`src/shared/dmacc_pkg.sv`:
```
// Constants, types and helpers shared by the DMA channel count/config block
package dmacc_pkg;
    localparam int NUM_CH     = 8;
    localparam int CNT_W      = 12;
    localparam int FIFO_DEPTH = 16;
    localparam int LVL_W      = 5;
    localparam int BURST_W    = 9;
    localparam int ADDR_W     = 12;
    localparam int CTRL_HI_W  = 20;
    localparam int CFG_RW_W   = 17;
    localparam int RSVD_W     = 13;
    localparam int REGION_LO  = 8;
    localparam int CH_LO      = 5;
    localparam int CH_W       = 3;
    localparam int OFS_W      = 5;
    localparam int SB_LO      = 12;
    localparam int SB_W       = 3;
    localparam int SB_POS     = SB_LO - CNT_W;
    localparam int ENABLE_BIT = 0;
    localparam int FLOW_PERIPH_BIT = 13;
    localparam int ACTIVE_BIT = 17;
    localparam int HALT_BIT   = 18;
    localparam int RSVD_LO    = 19;
    localparam int HTRANS_ACTIVE_BIT = 1;

    localparam logic [3:0]           REGION_ID  = 4'h1;
    localparam logic [OFS_W-1:0]     CTRL_OFS   = 5'h0C;
    localparam logic [OFS_W-1:0]     CFG_OFS    = 5'h10;
    localparam logic [2:0]           HSIZE_WORD = 3'h2;
    localparam logic                 HRESP_OKAY = 1'h0;
    localparam logic [RSVD_W-1:0]    RSVD_ZERO  = 13'h0000;
    localparam logic [LVL_W-1:0]     LVL_ONE    = 5'h01;
    localparam logic [LVL_W-1:0]     LVL_FULL   = 5'h10;
    localparam logic [LVL_W-1:0]     LVL_EMPTY  = 5'h00;
    localparam logic [CNT_W-1:0]     CNT_ONE    = 12'h001;
    localparam logic [CNT_W-1:0]     CNT_ZERO   = 12'h000;
    localparam logic [BURST_W-1:0]   BURST_ONE  = 9'h001;
    localparam logic [BURST_W-1:0]   BURST_ZERO = 9'h000;
    localparam logic [SB_W:0]        SB_SHIFT_ADJ = 4'h1;

    typedef enum logic [1:0] {DMACC_IDLE, DMACC_RUN, DMACC_WAIT} dmacc_state_t;

    typedef struct packed {
        logic [NUM_CH-1:0][CTRL_HI_W-1:0] ctrl_hi;
        logic [NUM_CH-1:0][CNT_W-1:0]     count;
        logic [NUM_CH-1:0][CFG_RW_W-1:0]  cfg;
        logic [NUM_CH-1:0]                halt;
        dmacc_state_t [NUM_CH-1:0]        st;
        logic [NUM_CH-1:0][LVL_W-1:0]     level;
        logic [NUM_CH-1:0][BURST_W-1:0]   burst;
        logic [NUM_CH-1:0][CNT_W-1:0]     fetched;
        logic [NUM_CH-1:0][CNT_W-1:0]     done;
        logic [NUM_CH-1:0]                last_seen;
    } dmacc_regs_t;

    typedef struct packed {
        logic              wr_pend;
        logic [ADDR_W-1:0] wr_addr;
        logic [31:0]       rdata;
    } dmacc_slv_t;

    localparam dmacc_regs_t REGS_RST = '0;
    localparam dmacc_slv_t  SLV_RST  = '0;

    // Code 0 is a single transfer, code n above 0 is 2^(n+1) transfers
    function automatic logic [BURST_W-1:0] dmacc_burst_len(input logic [SB_W-1:0] code);
        logic [SB_W:0] sh;
        sh = {1'b0, code} + SB_SHIFT_ADJ;
        return (code == 3'h0) ? BURST_ONE : (BURST_ONE << sh);
    endfunction
endpackage

```
`src/shared/dmacc_bus_if.sv`:
```
// Register access path between the AHB-Lite front end and the channel registers
`timescale 1ns/10ps
interface dmacc_bus_if
    import dmacc_pkg::*;
    ();
    logic              wr_en;
    logic [ADDR_W-1:0] wr_addr;
    logic [ADDR_W-1:0] rd_addr;
    logic [31:0]       wdata;
    logic [31:0]       rdata;

    modport master (output wr_en, output wr_addr, output rd_addr, output wdata, input rdata);
    modport regs   (input wr_en, input wr_addr, input rd_addr, input wdata, output rdata);
endinterface

```
`src/rtl/dmacc_ahb_slave.sv`:
```
// AHB-Lite slave front end with zero wait states
`timescale 1ns/10ps
module dmacc_ahb_slave
    import dmacc_pkg::*;
(
    input  wire logic        clk,
    input  wire logic        srst,
    input  wire logic        ce,
    input  wire logic        hsel,
    input  wire logic [31:0] haddr,
    input  wire logic [1:0]  htrans,
    input  wire logic        hwrite,
    input  wire logic [2:0]  hsize,
    input  wire logic [31:0] hwdata,
    input  wire logic        hready,
    output logic      [31:0] hrdata,
    output logic             hreadyout,
    output logic             hresp,
    dmacc_bus_if.master      bus
);
    dmacc_slv_t s_q;
    dmacc_slv_t s_d;
    logic       take;

    // Only whole-word transfers are accepted; others are ignored
    assign take = hsel && htrans[HTRANS_ACTIVE_BIT] && hready && (hsize == HSIZE_WORD);

    always_comb
    begin
        s_d = s_q;
        s_d.wr_pend = take && hwrite;
        if (take && hwrite)
        begin
            s_d.wr_addr = haddr[ADDR_W-1:0];
        end
        if (take && !hwrite)
        begin
            s_d.rdata = bus.rdata;
        end
    end

    always_ff @(posedge clk)
    begin
        if (srst)
            s_q <= SLV_RST;
        else if (ce)
            s_q <= s_d;
    end

    assign bus.wr_en   = s_q.wr_pend;
    assign bus.wr_addr = s_q.wr_addr;
    assign bus.rd_addr = haddr[ADDR_W-1:0];
    assign bus.wdata   = hwdata;
    assign hrdata      = s_q.rdata;
    assign hreadyout   = 1'b1;
    assign hresp       = HRESP_OKAY;
endmodule

```
`src/rtl/dmacc_top.sv`:
```
// Eight DMA channels: transfer count, halt, active flag and enable handling
//
// Our own choices: the AHB-Lite slave port and the placing of the registers.
`timescale 1ns/10ps
module dmacc_top
    import dmacc_pkg::*;
(
    input  wire logic              CLK_SYS,
    input  wire logic              SRST,
    input  wire logic              CE,
    input  wire logic              HSEL,
    input  wire logic [31:0]       HADDR,
    input  wire logic [1:0]        HTRANS,
    input  wire logic              HWRITE,
    input  wire logic [2:0]        HSIZE,
    input  wire logic [31:0]       HWDATA,
    input  wire logic              HREADY,
    output logic      [31:0]       HRDATA,
    output logic                   HREADYOUT,
    output logic                   HRESP,
    input  wire logic [NUM_CH-1:0] SRC_REQ,
    output logic      [NUM_CH-1:0] SRC_XFER,
    input  wire logic [NUM_CH-1:0] DST_RDY,
    output logic      [NUM_CH-1:0] DST_XFER,
    input  wire logic [NUM_CH-1:0] PERIPH_LAST,
    input  wire logic [NUM_CH-1:0] CH_ERR,
    input  wire logic [NUM_CH-1:0] LLI_MORE,
    input  wire logic [NUM_CH-1:0] LLI_LOAD,
    input  wire logic [31:0]       LLI_CTRL,
    output logic      [NUM_CH-1:0] LLI_REQ,
    output logic      [NUM_CH-1:0] TC
);
    dmacc_regs_t       s_q;
    dmacc_regs_t       s_d;
    logic [NUM_CH-1:0] en;
    logic [NUM_CH-1:0] dma_flow;
    logic [NUM_CH-1:0] run;
    logic [NUM_CH-1:0] room;
    logic [NUM_CH-1:0] fetch;
    logic [NUM_CH-1:0] accept;
    logic [NUM_CH-1:0] drain;
    logic [NUM_CH-1:0] finish;
    logic [NUM_CH-1:0] active;
    logic [NUM_CH-1:0][SB_W-1:0] sb;
    logic              wr_region;
    logic              wr_ctrl;
    logic              wr_cfg;
    logic [CH_W-1:0]   wr_ch;
    logic              rd_take;
    logic              rd_region;

    dmacc_bus_if bus ();

    dmacc_ahb_slave u_slave (
        .clk       (CLK_SYS),
        .srst      (SRST),
        .ce        (CE),
        .hsel      (HSEL),
        .haddr     (HADDR),
        .htrans    (HTRANS),
        .hwrite    (HWRITE),
        .hsize     (HSIZE),
        .hwdata    (HWDATA),
        .hready    (HREADY),
        .hrdata    (HRDATA),
        .hreadyout (HREADYOUT),
        .hresp     (HRESP),
        .bus       (bus.master)
    );

    assign wr_region = bus.wr_addr[ADDR_W-1:REGION_LO] == REGION_ID;
    assign wr_ctrl   = bus.wr_en && wr_region && (bus.wr_addr[OFS_W-1:0] == CTRL_OFS);
    assign wr_cfg    = bus.wr_en && wr_region && (bus.wr_addr[OFS_W-1:0] == CFG_OFS);
    assign wr_ch     = bus.wr_addr[CH_LO +: CH_W];
    assign rd_take   = HSEL && HTRANS[HTRANS_ACTIVE_BIT] && HREADY && !HWRITE && (HSIZE == HSIZE_WORD);
    assign rd_region = HADDR[ADDR_W-1:REGION_LO] == REGION_ID;

    // Register read mux; unmapped words read as zero
    function automatic logic [31:0] read_word(input logic [ADDR_W-1:0] a);
        logic [CH_W-1:0] c;
        logic [31:0]     v;
        c = a[CH_LO +: CH_W];
        v = '0;
        if (a[ADDR_W-1:REGION_LO] == REGION_ID)
        begin
            if (a[OFS_W-1:0] == CTRL_OFS)
                v = {s_q.ctrl_hi[c], s_q.done[c]};
            else if (a[OFS_W-1:0] == CFG_OFS)
                v = {RSVD_ZERO, s_q.halt[c], active[c], s_q.cfg[c]};
        end
        return v;
    endfunction

    assign bus.rdata = read_word(bus.rd_addr);

    for (genvar g = 0; g < NUM_CH; g++)
    begin : g_ch
        assign en[g]       = s_q.cfg[g][ENABLE_BIT];
        assign dma_flow[g] = !s_q.cfg[g][FLOW_PERIPH_BIT];
        assign run[g]      = (s_q.st[g] == DMACC_RUN) && en[g];
        assign sb[g]       = s_q.ctrl_hi[g][SB_POS +: SB_W];
        assign room[g]     = !dma_flow[g] || (s_q.fetched[g] != s_q.count[g]);
        assign fetch[g]    = run[g] && (s_q.burst[g] != BURST_ZERO) && (s_q.level[g] < LVL_FULL) && room[g];
        assign accept[g]   = run[g] && !s_q.halt[g] && (s_q.burst[g] == BURST_ZERO) && SRC_REQ[g]
                             && room[g] && !s_q.last_seen[g];
        assign drain[g]    = run[g] && (s_q.level[g] != LVL_EMPTY) && DST_RDY[g];
        assign finish[g]   = run[g] && (s_q.level[g] == LVL_EMPTY)
                             && (dma_flow[g] ? (s_q.done[g] == s_q.count[g]) : s_q.last_seen[g]);
        assign active[g]   = s_q.level[g] != LVL_EMPTY;
        assign SRC_XFER[g] = fetch[g];
        assign DST_XFER[g] = drain[g];
        assign TC[g]       = finish[g];
        assign LLI_REQ[g]  = finish[g] && LLI_MORE[g];

        a_burst_load: assert property (@(posedge CLK_SYS) disable iff (SRST)
            CE && accept[g] |=> s_q.burst[g] == dmacc_burst_len($past(sb[g])))
            else $error("burst length not loaded from code");
        a_count_cap: assert property (@(posedge CLK_SYS) disable iff (SRST)
            (s_q.st[g] == DMACC_RUN) && dma_flow[g] && (s_q.fetched[g] == s_q.count[g]) |-> !fetch[g])
            else $error("fetch beyond programmed count");
        a_done_step: assert property (@(posedge CLK_SYS) disable iff (SRST)
            CE && drain[g] |=> s_q.done[g] == $past(s_q.done[g]) + CNT_ONE)
            else $error("completed count did not advance");
        a_count_read: assert property (@(posedge CLK_SYS) disable iff (SRST)
            CE && rd_take && rd_region && (HADDR[CH_LO +: CH_W] == CH_W'(g)) && (HADDR[OFS_W-1:0] == CTRL_OFS)
            |=> HRDATA[CNT_W-1:0] == $past(s_q.done[g]))
            else $error("count readback differs from completed count");
        a_periph_flow: assert property (@(posedge CLK_SYS) disable iff (SRST)
            run[g] && !dma_flow[g] && (s_q.burst[g] != BURST_ZERO) && (s_q.level[g] < LVL_FULL) |-> fetch[g])
            else $error("peripheral flow fetch blocked");
        a_cfg_write: assert property (@(posedge CLK_SYS) disable iff (SRST)
            CE && wr_cfg && (wr_ch == CH_W'(g)) && !CH_ERR[g] && !finish[g]
            |=> s_q.cfg[g] == $past(bus.wdata[CFG_RW_W-1:0]))
            else $error("config write not stored");
        a_cfg_keep: assert property (@(posedge CLK_SYS) disable iff (SRST)
            CE && LLI_LOAD[g] && !bus.wr_en && !CH_ERR[g] && !finish[g] |=> $stable(s_q.cfg[g]))
            else $error("config changed on list item reload");
        a_halt_block: assert property (@(posedge CLK_SYS) disable iff (SRST)
            CE && s_q.halt[g] && (s_q.burst[g] == BURST_ZERO) |=> s_q.burst[g] == BURST_ZERO)
            else $error("burst started while halted");
        a_halt_drain: assert property (@(posedge CLK_SYS) disable iff (SRST)
            s_q.halt[g] && run[g] && (s_q.level[g] != LVL_EMPTY) && DST_RDY[g] |-> DST_XFER[g])
            else $error("halted channel stopped draining");
        a_active_low: assert property (@(posedge CLK_SYS) disable iff (SRST)
            CE && rd_take && rd_region && (HADDR[CH_LO +: CH_W] == CH_W'(g)) && (HADDR[OFS_W-1:0] == CFG_OFS)
            && (s_q.level[g] == LVL_EMPTY) |=> !HRDATA[ACTIVE_BIT])
            else $error("active read 1 with empty FIFO");
        a_active_high: assert property (@(posedge CLK_SYS) disable iff (SRST)
            CE && rd_take && rd_region && (HADDR[CH_LO +: CH_W] == CH_W'(g)) && (HADDR[OFS_W-1:0] == CFG_OFS)
            && (s_q.level[g] != LVL_EMPTY) |=> HRDATA[ACTIVE_BIT])
            else $error("active read 0 with data in FIFO");
        a_flush_off: assert property (@(posedge CLK_SYS) disable iff (SRST)
            CE && (s_q.st[g] == DMACC_RUN) && !en[g] |=> (s_q.level[g] == LVL_EMPTY) && (s_q.st[g] == DMACC_IDLE))
            else $error("disabled channel kept FIFO data");
        a_auto_clear: assert property (@(posedge CLK_SYS) disable iff (SRST)
            CE && ((finish[g] && !LLI_MORE[g]) || CH_ERR[g]) |=> !s_q.cfg[g][ENABLE_BIT])
            else $error("enable not cleared at end or error");
        a_count_end: assert property (@(posedge CLK_SYS) disable iff (SRST)
            CE && run[g] && dma_flow[g] && (s_q.done[g] == s_q.count[g]) && (s_q.level[g] == LVL_EMPTY)
            |=> s_q.st[g] != DMACC_RUN)
            else $error("transfer did not end at count");
    end

    a_rsvd_zero: assert property (@(posedge CLK_SYS) disable iff (SRST)
        CE && rd_take && rd_region && (HADDR[OFS_W-1:0] == CFG_OFS) |=> HRDATA[31:RSVD_LO] == RSVD_ZERO)
        else $error("reserved config bits not masked");

    always_comb
    begin
        s_d = s_q;
        for (int i = 0; i < NUM_CH; i++)
        begin
            case (s_q.st[i])
                DMACC_IDLE:
                begin
                    if (en[i])
                    begin
                        s_d.st[i]        = DMACC_RUN;
                        s_d.level[i]     = LVL_EMPTY;
                        s_d.burst[i]     = BURST_ZERO;
                        s_d.fetched[i]   = CNT_ZERO;
                        s_d.done[i]      = CNT_ZERO;
                        s_d.last_seen[i] = 1'b0;
                    end
                end
                DMACC_RUN:
                begin
                    if (!en[i])
                    begin
                        s_d.st[i]    = DMACC_IDLE;
                        s_d.level[i] = LVL_EMPTY;
                        s_d.burst[i] = BURST_ZERO;
                    end
                    else
                    begin
                        if (fetch[i] && !drain[i])
                            s_d.level[i] = s_q.level[i] + LVL_ONE;
                        else if (drain[i] && !fetch[i])
                            s_d.level[i] = s_q.level[i] - LVL_ONE;
                        if (accept[i])
                            s_d.burst[i] = dmacc_burst_len(sb[i]);
                        else if (fetch[i])
                            s_d.burst[i] = (dma_flow[i] && (s_q.fetched[i] + CNT_ONE == s_q.count[i]))
                                           ? BURST_ZERO : s_q.burst[i] - BURST_ONE;
                        if (fetch[i])
                            s_d.fetched[i] = s_q.fetched[i] + CNT_ONE;
                        if (drain[i])
                            s_d.done[i] = s_q.done[i] + CNT_ONE;
                        if (PERIPH_LAST[i] && !dma_flow[i])
                            s_d.last_seen[i] = 1'b1;
                        if (finish[i])
                            s_d.st[i] = LLI_MORE[i] ? DMACC_WAIT : DMACC_IDLE;
                    end
                end
                DMACC_WAIT:
                begin
                    if (!en[i])
                        s_d.st[i] = DMACC_IDLE;
                    else if (LLI_LOAD[i])
                    begin
                        s_d.st[i]        = DMACC_RUN;
                        s_d.burst[i]     = BURST_ZERO;
                        s_d.fetched[i]   = CNT_ZERO;
                        s_d.done[i]      = CNT_ZERO;
                        s_d.last_seen[i] = 1'b0;
                    end
                end
                default:
                    s_d.st[i] = DMACC_IDLE;
            endcase

            if (wr_ctrl && (wr_ch == CH_W'(i)))
            begin
                s_d.ctrl_hi[i] = bus.wdata[31:CNT_W];
                s_d.count[i]   = bus.wdata[CNT_W-1:0];
            end
            if (wr_cfg && (wr_ch == CH_W'(i)))
            begin
                s_d.cfg[i]  = bus.wdata[CFG_RW_W-1:0];
                s_d.halt[i] = bus.wdata[HALT_BIT];
            end
            if (LLI_LOAD[i] && (s_q.st[i] == DMACC_WAIT))
            begin
                s_d.ctrl_hi[i] = LLI_CTRL[31:CNT_W];
                s_d.count[i]   = LLI_CTRL[CNT_W-1:0];
            end
            if ((finish[i] && !LLI_MORE[i]) || CH_ERR[i])
                s_d.cfg[i][ENABLE_BIT] = 1'b0;
        end
    end

    always_ff @(posedge CLK_SYS)
    begin
        if (SRST)
            s_q <= REGS_RST;
        else if (CE)
            s_q <= s_d;
    end
endmodule

```
`config.mk`:
```
export PLATFORM = sky130hd
export DESIGN_NAME = dmacc_top
export DESIGN_NICKNAME = d
export VERILOG_FILES = /design/src/shared/dmacc_pkg.sv /design/src/shared/dmacc_bus_if.sv /design/src/rtl/dmacc_ahb_slave.sv /design/src/rtl/dmacc_top.sv
export SDC_FILE = /design/constraint.sdc
export NUM_CORES = 2
export LEC_CHECK = 0
export BUFFER_PORTS_ARGS = -buffer_cell sky130_fd_sc_hd__buf_2
export CAP_MARGIN = 20
export CORE_MARGIN = 1
export CORE_UTILIZATION = 50
export DETAILED_ROUTE_END_ITERATION = 12
export GPL_TIMING_DRIVEN = 0
export HOLD_SLACK_MARGIN = 0.02
export PLACE_DENSITY = 0.67
export SLEW_MARGIN = 20
export SYNTH_ARGS = -nofsm -noshare
export SYNTH_HDL_FRONTEND = slang
export SYNTH_SLANG_ARGS = --single-unit
```
`constraint.sdc`:
```
create_clock -name CLK_SYS -period 4.5 [get_ports CLK_SYS]
set_clock_uncertainty 0.2 [all_clocks]
set_input_delay 0.225 -clock CLK_SYS [delete_from_list [all_inputs] [get_ports CLK_SYS]]
set_output_delay 0.225 -clock CLK_SYS [all_outputs]
set_load 0.005 [all_outputs]
```
# Yosys cells after proc, flatten, opt, wreduce, memory -nomap -nowiden
# Index checks and enable logic that the tools add are counted.
dict set report word_totals {
  word_cells 1059
  ff_bits 773
  inputBits 155
}
dict set report classes {
  n_reduce_logical 404
  n_shift 8
  order_cmp 9
  addsub 48
  mux 357
  n_eq_ne 142
}
# cell n
set ops {}
lappend ops {{12-bit two-way mux} 73}
lappend ops {{9-bit two-way mux} 64}
lappend ops {{12-bit case mux with 3 select lines} 16}
lappend ops {{20-bit two-way mux} 17}
lappend ops {{9-bit case mux with 3 select lines} 8}
lappend ops {{12-bit by 1-bit adder with 12-bit output, second input constant} 16}
lappend ops {{12-bit == test} 16}
lappend ops {{1-bit logical AND} 184}
lappend ops {{7-bit AND reduction} 24}
lappend ops {{5-bit two-way mux} 32}
lappend ops {{2-bit two-way mux} 48}
lappend ops {{12-bit != test} 8}
lappend ops {{2-bit != test, second input constant} 48}
lappend ops {{5-bit case mux with 2 select lines} 8}
lappend ops {{9-bit logical NOT} 8}
lappend ops {{9-bit nonzero test} 8}
lappend ops {{1-bit by 4-bit left shift with 9-bit output, first input constant} 8}
lappend ops {{9-bit by 1-bit subtractor with 9-bit output, second input constant} 8}
lappend ops {{1-bit two-way mux} 66}
lappend ops {{32-bit two-way mux} 2}
lappend ops {{4-bit AND reduction} 16}
lappend ops {{20-bit binary-select mux with 3-bit select} 1}
lappend ops {{2-bit AND reduction} 26}
lappend ops {{17-bit binary-select mux with 3-bit select} 1}
lappend ops {{32 further kinds} 262}

# Longest topological paths before layout
dict set report logic_depth {
  word_depth 11
  depth_mapped 15
}

# By module
# A second synthesis with hierarchy kept.
dict set report unflattened {
  hier_cells 5365
  area_unflattened_um2 45109.5
}
# module instances seq_area_each_um2 cells_per_inst area_each_um2
set by_module_without_submodules {}
lappend by_module_without_submodules {dmacc_top 1 14574.0 5107 42811.1}
lappend by_module_without_submodules {dmacc_ahb_slave 1 900.9 258 2298.5}

# Worst setup path after synthesis
# No wires, ideal clock.
dict set report synth_path {
  kind {reg-to-reg}
  start {reg s_q[150] (netlist name)}
  end {reg s_q[291] (netlist name)}
  arrival_ns 3.084
  setup_slack_ns 1.088
  required_time_ns 4.172
  stages_incl_launch_ff 15
  cell_sequence {dfxtp_1 clkbuf_1 xor2_1 or4_1 nor3_1 a21oi_1 ha_1 inv_1 ha_1 a21o_1 a21oi_1 xnor2_1 a21o_1 a21oi_1 nor2_1}
}
dict set report synth_via {
  elab_chain_len 7
  word_cells_on_any_way 11
  cone_classes {2 x eq/ne; 3 x mux; 6 x reduce/logical}
}
# item line_no
set synth_lines {}
lappend synth_lines {{start, declared} dmacc_top.sv:33} ;# dmacc_regs_t s_q;
lappend synth_lines {{start signal, assigned} dmacc_top.sv:255} ;# s_q <= REGS_RST;
lappend synth_lines {{start signal, assigned} dmacc_top.sv:257} ;# s_q <= s_d;
lappend synth_lines {{12-bit != test (*)} dmacc_top.sv:102} ;# assign room[g] = !dma_flow[g] || (s_q.fetched[g] != s_q.count[g]);
lappend synth_lines {{1-bit logical OR (*)} dmacc_top.sv:102}
lappend synth_lines {{1-bit logical AND (*)} dmacc_top.sv:103} ;# assign fetch[g] = run[g] && (s_q.burst[g] != BURST_ZERO) && (s_q.level[g] < LVL_FULL) && room[g];
lappend synth_lines {{via SRC_XFER[3]} dmacc_top.sv:22} ;# output logic [NUM_CH-1:0] SRC_XFER,
lappend synth_lines {{1-bit logical NOT / 1-bit logical AND (equally long branches)} {dmacc_top.sv:198, dmacc_top.sv:196}}
lappend synth_lines {{1-bit logical AND / 5-bit two-way mux (equally long branches)} {dmacc_top.sv:198, dmacc_top.sv:196}}
lappend synth_lines {{4-bit by 2-bit != test with 1-bit output (no line) / 5-bit two-way mux (equally long branches)} n/a}
lappend synth_lines {{4-bit AND reduction (no line) / 5-bit case mux with 2 select lines (equally long branches)} n/a}
# Mark *: on every way through the listed nets, which the timed path passes. The rest lies on a longest branch.
# A chain may end at the register's enable or synchronous reset.

# Worst setup path in the final report
dict set report layout_path {
  start {in CE}
  end {reg s_q[643] (netlist name)}
}
dict set report layout_via {
  elab_chain_len 1
}
# item line_no
set layout_lines {}
lappend layout_lines {{start, declared} dmacc_top.sv:10} ;# input wire logic CE,
lappend layout_lines {{2-bit AND reduction (no line)} n/a}
# No other way between the ends.

==> impl_metrics.ini <==
[timing]
holdWs_ps = 57.8
fin_crit_sh = 0.987
slew_violations = 0
worstMarginPinSlew_ps = 1440
maxSlewHeadroom = 0.0428
rsz0062_at_grt = no
finalHoldViolCount = 0
period_minus_slack_ps = 4440
setup_viol = 0
layout_setup_ws_ps = 59.9
fmax_mhz = 225

[critical_path]
path_max_fanout = 10
critPathMaxStageDelay_ps = 990
worstSetupPathDepth = 9
crit_path_end = s_q[643]
critPathRequiredTime_ps = 4870
crit_start = CE
crit_buf_inv = 6
crit_path_end_kind = flip-flop
arrival_ps = 4810
rr_worst_depth = 9
worstSetupPathType = input pin to flip-flop
cp_common_cell = clkbuf_2
slowest_stage = a21oi_1
r2r-end = s_q[661]
timing.rr.start = u_slave.bus.wr_en
cp_top_family = buffers and inverters
path_cells = dlygate4sd3_1 > buf_2 > clkbuf_2 > inv_1 > clkbuf_2 > a21oi_1 > clkbuf_1 > nor2_1 > a211oi_1
cp-start-kind = input pin
r2r_slack_ps = 200

[pwr]
p_sw_frac = 0.247
power_density_mw_per_mm2 = 301
p_switching_uw = 3780
peakVddDrop_mv = 0.263
p_int_uw = 11500
seqPwrFrac = 0.448
static-leakage-power_uw = 0.0195
clkPwrFrac = 0.493
pwr-share-comb = 0.059

[clocking]
root_buffer = clkbuf_16
cts_buffer_depth = 3
cts_tree = done
ctsHtreeMaxLevel = 3
clk_latency_ps = 680
numCtsBuffers = 88
clkTransAtPathRegs_ps = 60
cts_sinks = 773

[grt]
grt_use_total = 0.380
grt_pass1_vias = 39700
grt_max_degree = 13
grt_pass1_wl_mm = 255
overflow = 0
antenna_found_initial = 17

[routing]
drt_first_pass_iters = 6
vias = 43500
routed_wl_mm = 175
drt_iter0_markers = 5573
viasPerCell = 6.32
drcViolationCount = 0
ant_nets = 0
wl_per_cell_um = 25.4

[synthesis]
synth_edf_count = 0
syn_area_mm2 = 0.0439
ys_seq_area_frac = 0.353
synth.avg_cell_area_um2 = 8.33
synthFlopType = dfxtp_1
ys_ff_latch = 773
synth_commonest_cells = dfxtp_1 (773), nor2_1 (691), nand2_1 (566)
synth.net_count = 5502
ys_warn_count = 0
yosysMostFrequentCell = dfxtp_1
synth_area_leaders = dfxtp_1 (35%), mux2i_1 (6.5%), nor2_1 (5.9%)
synth.distinct_cells = 90
synth_top_area_cell = dfxtp_1
async_reset_ff_frac = 0
synth_top_area_share = 0.353
syn_inst = 5267

[placement]
place.gp.congestion = 1.03
place_hpwl_mm = 128
port_buffers = 148
dp_slack_ps = -43.1
placed_cells = 6577

[flow_run]
drv_cap = 0

[layout]
finalNonFillerCells = 6883
drive_above_1_share = 0.0899
finish.utilization = 0.583
area_delta_synth_final_pct = 15.5
final_nets = 5884
fillCellCount = 7922

[floorplanning]
num_rows = 108
fp.dieH_um = 298
core_mm2 = 0.0869
dieWidth_um = 298
dieArea_mm2 = 0.0890
io_pins = 221
start_util = 0.505

[status]
status = finished, final reports clean

[min_path]
holdCritPathClass = input pin to flip-flop
[metal layers]
| layer | vias up | share of wire | track usage |
|---|---|---|---|
| li1 | 19700 | - | - |
| met1 | 20800 | 0.40 | 0.518 |
| met2 | 2546 | 0.40 | 0.532 |
| met3 | 444 | 0.14 | 0.119 |
| met4 | 14 | 0.061 | 0.206 |
| met5 | - | 0.00049 | 0 |
[registers in the layout, indices dropped and copies added, names as in the netlist]
name                 count
u_slave.bus.wr_en        1
s_q                    720
u_slave.hrdata          32
u_slave.bus.wr_addr     12
en                       8
[timing repair]
| action | in CTS | in global routing |
|---|---|---|
| resized for setup | 0 | 2 |
| buffers inserted | 0 | 0 |
| hold buffers | 136 | 0 |
| endpoints found under the setup margin | 0 | 13 |
| hold endpoints to repair | 308 | 0 |
[stage by stage]
stage | power [uW] | instance area [um2] | setup TNS, ps
floorplan | 7340 | 43900 | 0
global placement | 7740 | 46100 | -160090
detailed placement | 7750 | 46200 | -225
CTS | 15200 | 50600 | 0
global route | 15600 | 50700 | 0
finish | 15300 | 50700 | 0
[area by class of cell]
type,count,area [um2],area share
antenna,9,22.5,0.000444
buffer,410,1600,0.0316
clock buffer,131,2680,0.0528
clock inverter,29,329,0.00649
inverter,81,304,0.00600
multi-input combinational,4002,26600,0.524
sequential,773,15500,0.305
tap,1155,1450,0.0285
timing repair buffer,293,2250,0.0444
[cell usage in the layout, fill, tap and decap left out, drive strengths merged, types with 28 or more instances in the layout]
cell type / Yosys / final
a211oi: 242 / 242
a21oi: 346 / 346
a22oi: 62 / 62
a311oi: 43 / 43
a31oi: 29 / 29
and2: 35 / 35
and3: 41 / 41
buf: 77 / 228
clkbuf: 334 / 470
dfxtp: 773 / 773
dlygate4sd3: 0 / 136
ha: 72 / 72
inv: 81 / 84
mux2i: 283 / 283
mux4: 102 / 102
nand2: 566 / 566
nand2b: 44 / 44
nand3: 163 / 163
nand4: 104 / 104
nor2: 691 / 691
nor2b: 49 / 49
nor3: 87 / 87
nor3b: 30 / 30
nor4: 47 / 47
o21ai: 139 / 139
o22ai: 28 / 28
or3: 58 / 58
or4: 40 / 40
xnor2: 243 / 243
xor2: 144 / 144
[how the worst min path moves through the flow]
stage / start / to / cells after the start
floorplan: HADDR[0] / u_slave.bus.wr_addr[0] / 2
global placement: s_q[390] / s_q[390] / 2
CTS: SRC_REQ[7] / s_q[265] / 6
finish: DST_RDY[5] / s_q[68] / 5
global route: LLI_CTRL[0] / s_q[520] / 3
detailed placement: s_q[361] / s_q[361] / 2
[worst min-delay path: stages]
cell      delay, ps
buf_2           100
o211ai_1        160
nor2b_1         180
mux2i_1         160
nor2_1           50
[cells by family after synthesis]
logic type	count (synthesis)	share of synthesized area
simple gates	2066	0.223
compound gates	1064	0.158
flops	773	0.353
buf+inv	492	0.0426
mux	402	0.121
xor+xnor	388	0.0778
fa+ha+maj	80	0.0242
other cells	2	0.000171
[power by group through the flow]
stage | Clock (uW) | Sequential, uW | Combinational [uW]
finish | 7530 | 6840 | 896
global route | 7850 | 6840 | 893
CTS | 7560 | 6840 | 842
detailed placement | 0 | 6990 | 757
global placement | 0 | 6990 | 742
floorplan | 0 | 6990 | 344
Note: power is estimated with default switching activity, not from simulation.
